===== config.mk =====
export PLATFORM = sky130hd
export DESIGN_NAME = irctt_timer
export DESIGN_NICKNAME = d
export VERILOG_FILES = /design/src/irctt_pkg.sv /design/src/irctt_timer.sv /design/src/irctt_carrier_gen.sv
export SDC_FILE = /design/constraint.sdc
export NUM_CORES = 1
export LEC_CHECK = 0
export BUFFER_PORTS_ARGS = -buffer_cell sky130_fd_sc_hd__buf_2
export CAP_MARGIN = 20
export CORE_ASPECT_RATIO = 1.75
export CORE_MARGIN = 2
export CORE_UTILIZATION = 47
export CTS_CLUSTER_DIAMETER = 150
export DETAILED_ROUTE_END_ITERATION = 10
export PLACE_DENSITY = 0.75
export SYNTH_ARGS = -nofsm -noshare
export SYNTH_HDL_FRONTEND = slang
export SYNTH_SLANG_ARGS = --single-unit

===== constraint.sdc =====
create_clock -name SYS_CLK -period 2.2 [get_ports SYS_CLK]
set_clock_uncertainty 0.05 [all_clocks]
set_input_delay 0.22 -clock SYS_CLK [delete_from_list [all_inputs] [get_ports SYS_CLK]]
set_output_delay 0.22 -clock SYS_CLK [all_outputs]
set_load 0.02 [all_outputs]

===== src/irctt_pkg.sv =====
// constants for the infrared carrier transmit timer
package irctt_pkg;
	localparam int          TMR_WIDTH       = 10;
	localparam int          CNT_WIDTH       = 9;
	localparam int          CARRIER_EN_BIT  = 9;
	localparam logic [9:0]  TMR_RESET       = 10'h000;
	localparam logic [8:0]  CNT_ZERO        = 9'h000;
	localparam int          TICK_PERIOD     = 8;
	localparam logic [2:0]  TICK_LAST       = 3'h7;
	localparam logic [3:0]  DIV8_LAST       = 4'h7;
	localparam logic [3:0]  DIV12_LAST      = 4'hB;
	localparam logic [3:0]  DIV8_HIGH       = 4'h4;
	localparam logic [3:0]  DIV12_HIGH_HALF = 4'h6;
	localparam logic [3:0]  DIV12_HIGH_THRD = 4'h4;
	localparam int          CTRL_MOD_BIT    = 3;
	localparam int          CTRL_RUN_BIT    = 2;
	localparam int          CTRL_OSC_BIT    = 6;
	typedef enum logic [1:0] {IRCTT_IDLE, IRCTT_RUN, IRCTT_STOPPING} irctt_state_t;
endpackage


===== src/irctt_timer.sv =====
// infrared carrier transmit timer top
// What this block does
// - timer is ten bits: nine-bit down counter plus carrier-enable latch on top
// - counter decrements once every eight oscillator periods on machine cycle
// - counting stops at zero and a completion indication is raised
// - completion releases a cpu waiting in timer standby
// - reload right after completion continues counting, but carrier is held low and indicator high for one clock
// - interval is loaded value plus one, times eight periods
// - carrier reaches output while running only if the enable latch is one
// - carrier stops on the first tick after the counter reaches zero
// - carrier output held low whenever no carrier is generated
// - transmit indicator low while carrier is output, high otherwise
// - oscillator-stop standby waits until the run state ends, one tick after the counter reaches zero
// - run/stop bit in the control register starts and stops the timer
// - reset drives carrier low, indicator high, clears all ten bits
// - carrier runs free of the timer, so edge pulses may be truncated
`timescale 1ns/1ps
`default_nettype none
module irctt_timer
	import irctt_pkg::*;
(
	input  wire logic       SYS_CLK,
	input  wire logic       RSTN,
	input  wire logic       CE,
	input  wire logic       MACHINE_CYCLE,
	input  wire logic       TIMER_LOAD,
	input  wire logic [9:0] TIMER_LOAD_DATA,
	input  wire logic [9:0] CONTROL_REGISTER,
	input  wire logic       DUTY_THIRD,
	input  wire logic       HALT_REQ,
	input  wire logic       HALT_WAIT_TIMER,
	output logic            CARRIER_OUTPUT_PIN,
	output logic            TX_INDICATOR_N,
	output logic            TIMER_DONE,
	output logic            CPU_WAKE,
	output logic            CPU_HALTED,
	output logic            OSC_STOP,
	output logic [8:0]      COUNT_VALUE
);
	import irctt_pkg::*;

	// machine-cycle prescaler
	logic [2:0]   tick_q;
	logic [2:0]   tick_d;
	logic         tick;

	// timer register and run state
	logic [9:0]   tmr_q;
	logic [9:0]   tmr_d;
	irctt_state_t st_q;
	irctt_state_t st_d;
	logic         run_en;
	logic         cnt_zero;

	// pin drivers
	logic         car_pin_q;
	logic         car_pin_d;
	logic         sout_q;
	logic         sout_d;
	logic         active;
	logic         carrier;

	// standby control
	logic         halt_q;
	logic         halt_d;
	logic         osc_stop_q;
	logic         osc_stop_d;
	logic         wake_q;
	logic         wake_d;

	irctt_carrier_gen u_car (
		.SYS_CLK    (SYS_CLK),
		.RSTN       (RSTN),
		.CE         (CE),
		.sel_div12  (CONTROL_REGISTER[CTRL_MOD_BIT]),
		.duty_third (DUTY_THIRD),
		.carrier    (carrier)
	);

	// one tick per eight machine-cycle periods
	always_comb begin
		tick_d = tick_q;
		tick   = 1'b0;
		if (MACHINE_CYCLE) begin
			tick_d = tick_q + 3'h1;
			tick   = (tick_q == TICK_LAST);
		end
	end

	always_ff @(posedge SYS_CLK or negedge RSTN) begin
		if (!RSTN) begin
			tick_q <= 3'h0;
		end else if (CE) begin
			tick_q <= tick_d;
		end
	end

	// run bit and zero detect
	always_comb begin
		run_en   = CONTROL_REGISTER[CTRL_RUN_BIT];
		cnt_zero = (tmr_q[CNT_WIDTH-1:0] == CNT_ZERO);
	end

	// nine-bit down counter and carrier-enable latch
	always_comb begin
		tmr_d = tmr_q;
		if (TIMER_LOAD) begin
			tmr_d = TIMER_LOAD_DATA;
		end else if (st_q == IRCTT_RUN && run_en && tick && !cnt_zero) begin
			tmr_d[CNT_WIDTH-1:0] = tmr_q[CNT_WIDTH-1:0] - 9'h001;
		end
	end

	always_ff @(posedge SYS_CLK or negedge RSTN) begin
		if (!RSTN) begin
			tmr_q <= TMR_RESET;
		end else if (CE) begin
			tmr_q <= tmr_d;
		end
	end

	// run state: stopping lasts one cycle and marks completion
	always_comb begin
		st_d = st_q;
		case (st_q)
			IRCTT_IDLE: begin
				if (run_en && !cnt_zero) begin
					st_d = IRCTT_RUN;
				end
			end
			IRCTT_RUN: begin
				if (!run_en) begin
					st_d = IRCTT_IDLE;
				end else if (tick && cnt_zero) begin
					st_d = IRCTT_STOPPING;
				end
			end
			IRCTT_STOPPING: begin
				st_d = IRCTT_IDLE;
			end
			default: begin
				st_d = IRCTT_IDLE;
			end
		endcase
		// reload in the stopping cycle keeps the burst going
		if (TIMER_LOAD && run_en) begin
			st_d = IRCTT_RUN;
		end
	end

	always_ff @(posedge SYS_CLK or negedge RSTN) begin
		if (!RSTN) begin
			st_q <= IRCTT_IDLE;
		end else if (CE) begin
			st_q <= st_d;
		end
	end

	// carrier gating and transmit indicator
	always_comb begin
		active    = (st_q == IRCTT_RUN);
		car_pin_d = 1'b0;
		sout_d    = 1'b1;
		if (active && tmr_q[CARRIER_EN_BIT]) begin
			car_pin_d = carrier;
			sout_d    = 1'b0;
		end
	end

	always_ff @(posedge SYS_CLK or negedge RSTN) begin
		if (!RSTN) begin
			car_pin_q <= 1'b0;
			sout_q    <= 1'b1;
		end else if (CE) begin
			car_pin_q <= car_pin_d;
			sout_q    <= sout_d;
		end
	end

	// standby: wake, halt and oscillator stop
	always_comb begin
		wake_d = (st_q == IRCTT_STOPPING) && HALT_WAIT_TIMER;
		halt_d = halt_q;
		if (HALT_REQ) begin
			halt_d = 1'b1;
		end else if (wake_d) begin
			halt_d = 1'b0;
		end
		// oscillator stop waits for the count to finish
		osc_stop_d = osc_stop_q;
		if (halt_q && CONTROL_REGISTER[CTRL_OSC_BIT] && st_q != IRCTT_RUN && st_d != IRCTT_RUN) begin
			osc_stop_d = 1'b1;
		end else if (!halt_q) begin
			osc_stop_d = 1'b0;
		end
	end

	always_ff @(posedge SYS_CLK or negedge RSTN) begin
		if (!RSTN) begin
			wake_q     <= 1'b0;
			halt_q     <= 1'b0;
			osc_stop_q <= 1'b0;
		end else if (CE) begin
			wake_q     <= wake_d;
			halt_q     <= halt_d;
			osc_stop_q <= osc_stop_d;
		end
	end

	assign CARRIER_OUTPUT_PIN = car_pin_q;
	assign TX_INDICATOR_N     = sout_q;
	assign TIMER_DONE         = (st_q != IRCTT_RUN);
	assign CPU_WAKE           = wake_q;
	assign CPU_HALTED         = halt_q;
	assign OSC_STOP           = osc_stop_q;
	assign COUNT_VALUE        = tmr_q[CNT_WIDTH-1:0];
endmodule
`default_nettype wire


===== src/irctt_carrier_gen.sv =====
// free-running carrier divider, fosc/8 or fosc/12
`timescale 1ns/1ps
`default_nettype none
module irctt_carrier_gen
	import irctt_pkg::*;
(
	input  wire logic SYS_CLK,
	input  wire logic RSTN,
	input  wire logic CE,
	input  wire logic sel_div12,
	input  wire logic duty_third,
	output logic      carrier
);
	logic [3:0] div_q;
	logic [3:0] div_d;
	logic       car_q;
	logic       car_d;
	logic [3:0] last;
	logic [3:0] high;

	always_comb begin
		last  = sel_div12 ? DIV12_LAST : DIV8_LAST;
		high  = sel_div12 ? (duty_third ? DIV12_HIGH_THRD : DIV12_HIGH_HALF) : DIV8_HIGH;
		div_d = (div_q >= last) ? 4'h0 : div_q + 4'h1;
		car_d = (div_d < high);
	end

	always_ff @(posedge SYS_CLK or negedge RSTN) begin
		if (!RSTN) begin
			div_q <= 4'h0;
			car_q <= 1'b0;
		end else if (CE) begin
			div_q <= div_d;
			car_q <= car_d;
		end
	end

	assign carrier = car_q;
endmodule
`default_nettype wire


==> results_dict.tcl, run 1 <==
set metrics [dict create \
    placement.io_buffers 35 \
    dpl.hpwl_um 2660 \
    reg2reg_from "tmr_q[0]" \
    clockBufferDepth 2 \
    drt_iter0_drc 53 \
    grt_pass1_vias 1420 \
    synthSimpleGateAreaFrac_pct 17.6 \
    core_area_um2 3140 \
    fp.dieH_um 79.6 \
    setup_violations 0 \
    r2r_end "tmr_q[2]" \
    critical_path_class "flip-flop to flip-flop" \
    overflow 0 \
    cts_tree "yes" \
    cp_slowest_cell "or4b_4" \
    cp_num_buf_inv 2 \
    antenna_found_initial 0 \
    worstSetupPathDepth 8 \
    arrival_ps 2280 \
    synth_nets 199 \
    holdPathStages 2 \
    hold_class "input pin to flip-flop" \
    via_per_inst 5.84 \
    die_w_um 47.2 \
    grt_usage_pct 21.7 \
    required_ps 2360 \
    synth_top_family_by_area "compound AO/OA/AOI/OAI gates" \
    synth_top_cell_area_share_pct 39.1 \
    yosysWarnings 0 \
    grt_max_degree 38 \
    netlist_instances 164 \
    synth_area_um2 1540 \
    dieArea_um2 3760 \
    numCtsBuffers 3 \
    synth_area_leaders "dfrtp_1 39%, ha_1 5.7%, buf_4 4.4%" \
    worst-r2r-setup-slack_ps 80 \
    fin_total_pwr_mw 1.47 \
    row_count 27 \
    fillCellCount 293 \
    seq_area_frac_synth_pct 40.8 \
    synth_top_area_cell "dfrtp_1" \
    timing.fmax_ghz 0.472 \
    place_area_um2 1720 \
    async_flop_share_pct 100 \
    avgRoutedWirePerCell_um 14.9 \
    path_cells "inv_1, ha_4, or4b_4, o211ai_4, buf_4, nor2_1, a31o_2, a21oi_1" \
    clkSlewWorstSetupHoldPaths_ps 90 \
    finalInstanceArea_um2 1810 \
    min_from "TIMER_LOAD_DATA[9]" \
    layout.nets 232 \
    clock_latency_ps 280 \
    total_leakage_power_nw 0.866 \
    hold_end "tmr_q[9]" \
    yosys.cell_types.count 43 \
    r2r_cells 8 \
    whs_ps 113 \
    maxSlewViolCount 0 \
    critPathMaxFanout 5 \
    drive_gt1_share_pct 30.1 \
    period_needed_ps 2120 \
    fin_crit_sh_pct 96.3 \
    io_pins 43 \
    worstSetupStartpointType "flip-flop" \
    ys_seq_elements 25 \
    cts_sinks 25 \
    vdd_drop_max_mv 0.465 \
    slowest_delay_ps 490 \
    hold_violations 0 \
    initial_core_util_pct 48.9 \
    synth-adder-area-share_pct 5.70 \
    syn2layout_area_growth_pct 17.7 \
    status "finished clean" \
    drv_cap 0 \
    synth_compound_area_share_pct 19.9 \
    syn_avg_cell_area_um2 9.36 \
    cp-end-kind "flip-flop" \
    max-slew-margin-rel_pct 60.0 \
    wirelength_um 3570 \
    synth_edf_count 0 \
    dr.pass1.iters 4 \
    vias 1396 \
    antenna_cells 0 \
    tightest_slew_ps 600 \
    synth-xor-area-share_pct 0.570 \
    clock-root-buffer "clkbuf_8" \
    synth_commonest_cells "24 x dfrtp_1, 15 x nand2_1, 12 x nor2_1" \
    gp_congestion 0.874 \
    drc 0 \
    ys.flop_type "dfrtp_1" \
    final_antenna_net_count 0 \
    crit_path_start "tmr_q[0]" \
    synthMuxAreaShare_pct 7.09 \
    crit_family "compound AO/OA/AOI/OAI gates" \
    powerDensity_nw_per_um2 813 \
    synthMostInstantiatedCell "dfrtp_1" \
    grt_pass1_wl_um 5970 \
    ctsHtreeMaxLevel 1 \
]
==> power breakdown <==
part           switching (mW)  internal, mW
sequential             0.0995         0.564
combinational           0.278         0.231
clock                   0.162         0.133
==> cell families after synthesis <==
| logic type | after synthesis |
|---|---|
| multiplexers | 10 |
| AO/OA/AOI/OAI | 44 |
| buffers and inverters | 25 |
| adder cells (fa/ha/maj) | 7 |
| AND/OR/NAND/NOR | 52 |
| XOR/XNOR | 1 |
| flip-flops | 25 |
==> sequential cells by signal, indices dropped and copies added, names as in the netlist <==
| register | count |
|---|---|
| tmr_q | 10 |
| u_car.carrier | 1 |
| OSC_STOP | 1 |
| CPU_HALTED | 1 |
| tick_q | 3 |
| TX_INDICATOR_N | 1 |
| CARRIER_OUTPUT_PIN | 1 |
| CPU_WAKE | 1 |
| st_q | 2 |
| u_car.div_q | 4 |
==> placed cells by master, fill, tap and decap left out, types with 2 or more instances in the layout <==
master	instances
buf_2	35
dfrtp_1	24
nand2_1	15
nor2_1	11
inv_1	10
o21ai_0	9
o22ai_1	8
a21oi_1	8
ha_1	6
buf_4	6
nand4_1	4
and3_1	4
mux2_2	4
a21o_1	3
mux2_1	3
mux2i_1	3
a31oi_1	3
nand3_1	3
clkbuf_8	3
nor2b_1	2
nor4_1	2
nor3_1	2
o31ai_1	2
==> per-layer routing <==
metal | up-vias | wire, um | track usage [%]
met5 | - | 0 | 0
met4 | 0 | 65 | 10.3
met3 | 4 | 118 | 3.39
met2 | 39 | 1970 | 38.5
met1 | 699 | 1410 | 23.3
li1 | 654 | - | -
==> how the worst max path moves through the flow <==
stage,slack (ps),endpoint
after detailed placement,90,tmr_q[2]
after global routing,-0.5,tmr_q[2]
after global placement,130,tmr_q[7]
after floorplan,90,tmr_q[7]
after CTS,60,tmr_q[7]
final,80,tmr_q[2]
==> cell type report <==
class                           count  area (um2)  share of cell area, %
Timing Repair Buffer               42         230                   12.7
Inverter                           11        41.3                   2.29
Multi-Input combinational cell    114         805                   44.5
Tap cell                           43        53.8                   2.98
Clock inverter                      1        8.76                  0.485
Clock buffer                        3        41.3                   2.29
Sequential cell                    25         627                   34.7
==> stage by stage <==
| stage | setup TNS, ps | setup slack (ps) | utilization (%) | instances |
|---|---|---|---|---|
| after floorplan | 0 | 93.7 | - | 164 |
| after global placement | 0 | 125 | 54.6 | 233 |
| after detailed placement | 0 | 88.0 | 54.6 | 233 |
| after CTS | 0 | 64.2 | 56.5 | 238 |
| after global routing | -0.518 | -0.518 | 57.5 | 239 |
| final | 0 | 80.8 | 57.5 | 239 |
==> what timing repair did <==
item,in CTS,in global routing
buffers inserted,0,1
resized for setup,0,5
hold buffers,1,0
endpoints found under the hold margin,24,0
endpoints found under the setup margin,0,6
Power figures use the tool's default switching activity.
==> run 2, diff against run 1 <==
--- a/config.mk
+++ b/config.mk
@@ -5,6 +5,7 @@
 export SDC_FILE = /design/constraint.sdc
 export NUM_CORES = 1
 export LEC_CHECK = 0
+export ABC_AREA = 1
 export BUFFER_PORTS_ARGS = -buffer_cell sky130_fd_sc_hd__buf_2
 export CAP_MARGIN = 20
 export CORE_ASPECT_RATIO = 1.75
==> run 2 against run 1 <==
Compared with the run above:
- critical endpoint is now tmr_q[5]
- total power rose by 4.9%
- highest routed layer unchanged
- die area rose by 2.6%
- routed wire length is 10% lower
- sequential cell count is the same
==> results_dict.tcl, run 2 <==
set metrics [dict create \
    status "finished clean" \
    grt_max_degree 26 \
    clock-root-buffer "clkbuf_8" \
    syn_avg_cell_area_um2 8.01 \
    cp-end-kind "flip-flop" \
    avgRoutedWirePerCell_um 12.0 \
    row_count 27 \
    dieArea_um2 3850 \
    synth_commonest_cells "40 x nand2_1, 24 x dfrtp_1, 21 x nand3_1" \
    initial_core_util_pct 49.7 \
    maxSlewViolCount 0 \
    synth_top_cell_area_share_pct 38.1 \
    drt_iter0_drc 20 \
    cts_tree "yes" \
    grt_pass1_vias 1360 \
    period_needed_ps 1570 \
    timing.fmax_ghz 0.636 \
    synthMostInstantiatedCell "nand2_1" \
    crit_path_start "tmr_q[0]" \
    cts-resized-gates 0 \
    clockBufferDepth 2 \
    hold_class "input pin to flip-flop" \
    synth_area_leaders "dfrtp_1 38%, nand2_1 9.5%, nand3_1 6.7%" \
    tightest_slew_ps 568 \
    largest_register "tmr_q" \
    synth_nets 232 \
    antenna_found_initial 0 \
    ys_seq_elements 25 \
    overflow 0 \
    clkSlewWorstSetupHoldPaths_ps 80 \
    drc 0 \
    reg_top3 "tmr_q x10, u_car.div_q x4, tick_q x3" \
    r2r_cells 9 \
    required_ps 2300 \
    cts_sinks 25 \
    reg2reg_from "tmr_q[0]" \
    numCtsBuffers 3 \
    seq_area_frac_synth_pct 39.7 \
    synth_edf_count 0 \
    rsz0062_at_grt "false" \
    synthSimpleGateAreaFrac_pct 28.8 \
    io_pins 43 \
    synth_top_area_cell "dfrtp_1" \
    grt_usage_pct 19.3 \
    hold_violations 0 \
    worst-r2r-setup-slack_ps 630 \
    final_cell_mix "40 x nand2_1, 35 x buf_2, 24 x dfrtp_1" \
    netlist_instances 197 \
    synth-adder-area-share_pct 5.55 \
    die_w_um 47.8 \
    r2r_end "tmr_q[5]" \
    final_common_cell "nand2_1" \
    vdd_drop_max_mv 0.609 \
    arrival_ps 1670 \
    critPathMaxFanout 16 \
    drv_cap 0 \
    wirelength_um 3200 \
    placement.io_buffers 35 \
    synth-xor-area-share_pct 1.67 \
    grt_pass1_wl_um 5560 \
    final_antenna_net_count 0 \
    endpoint "tmr_q[5]" \
    worstSetupStartpointType "flip-flop" \
    powerDensity_nw_per_um2 880 \
    ctsHtreeMaxLevel 1 \
    async_flop_share_pct 100 \
    total_leakage_power_nw 0.915 \
    largest_register_ffs 10 \
    setup_violations 0 \
    syn2layout_area_growth_pct 10.9 \
    pre_cts_ws_ps 619 \
    fin_crit_sh_pct 71.4 \
    dpl.hpwl_um 2480 \
    dr.pass1.iters 4 \
    drive_gt1_share_pct 27.8 \
    critical_path_class "flip-flop to flip-flop" \
    max-slew-margin-rel_pct 62.2 \
    via_per_inst 5.03 \
    layout.nets 259 \
    synthMuxAreaShare_pct 1.43 \
    clock_latency_ps 270 \
    core_area_um2 3180 \
    fin_setup_tns_ps 0 \
    synth_compound_area_share_pct 9.83 \
    yosysWarnings 0 \
    layout_setup_ws_ps 629 \
    ys.flop_type "dfrtp_1" \
    synth_top_family_by_area "simple AND/OR/NAND/NOR gates" \
    vias 1338 \
    gp_congestion 0.838 \
    antenna_cells 0 \
    yosys.cell_types.count 30 \
    fp.dieH_um 80.6 \
    synth_area_um2 1580 \
]
==> run 2: changes by cell type after synthesis, sizes merged, moves of 7 or more <==
cell | previous run | this run
nand2 | 15 | 43
nor2 | 12 | 19
nand3 | 3 | 24
o21ai | 9 | 17
o22ai | 8 | 0
inv | 10 | 24
==> run 2: kinds of logic (layout without fill, tap and decap cells) <==
logic type / after synthesis / after routing
buf+inv: 38 / 64
fa+ha+maj: 7 / 7
flops: 25 / 25
compound gates: 26 / 26
mux: 2 / 2
simple gates: 96 / 96
xor+xnor: 3 / 3
==> run 2: worst min path at each step <==
| stage | start | endpoint | cells after the start |
|---|---|---|---|
| 2_1_floorplan | RSTN | CARRIER_OUTPUT_PIN | 0 |
| 3_5_place_dp | RSTN | tmr_q[2] | 1 |
| 6_report | HALT_REQ | CPU_HALTED | 2 |
| 4_1_cts | HALT_REQ | CPU_HALTED | 2 |
| 3_3_place_gp | RSTN | tmr_q[0] | 1 |
| 5_1_grt | HALT_REQ | CPU_HALTED | 2 |
==> run 2: what timing repair did <==
| item | in CTS | in global routing |
|---|---|---|
| setup buffers | 0 | 0 |
| hold buffers | 1 | 0 |
| endpoints found under the setup margin | 0 | 0 |
| endpoints found under the hold margin | 24 | 0 |
==> run 2: critical path, cell delays in order (launching register included) <==
cell and delay, ps:
dfrtp_1 400, inv_1 140, ha_1 160, nand2_1 50, nor2_1 160, nand2_2 90
nand3_2 100, nand2_4 140, nand3_1 100, o21ai_1 70
==> run 2: cell type report <==
class                           count  area, um2
Timing Repair Buffer               36        185
Sequential cell                    25        627
Clock buffer                        4       45.0
Inverter                           24       92.6
Fill cell                         338       1430
Tap cell                           43       53.8
Multi-Input combinational cell    134        746
==> run 2: power by group <==
part	leakage [nW]	internal, mW	switching (mW)
combinational	0.591	0.232	0.361
clock	0.0228	0.129	0.141
sequential	0.301	0.581	0.0959
total	0.915	0.943	0.597
==> run 2: routing by layer <==
layer	vias up	global-route usage [%]	wire length, um
li1	680	-	-
met1	615	22.3	1240
met2	37	34.8	1800
met3	6	2.02	118
met4	0	6.22	43
met5	-	0	0
==> run 2: through the flow <==
step	cells	hold WS (ps)	utilization, %	instance area (um2)	total power, mW
after global routing	266	138	55.1	1750	1.68
after global placement	261	202	53.3	1690	1.26
final	266	130	55.1	1750	1.54
after floorplan	197	-126	-	1580	1.17
after detailed placement	261	200	53.3	1690	1.28
after CTS	266	123	55.1	1750	1.56
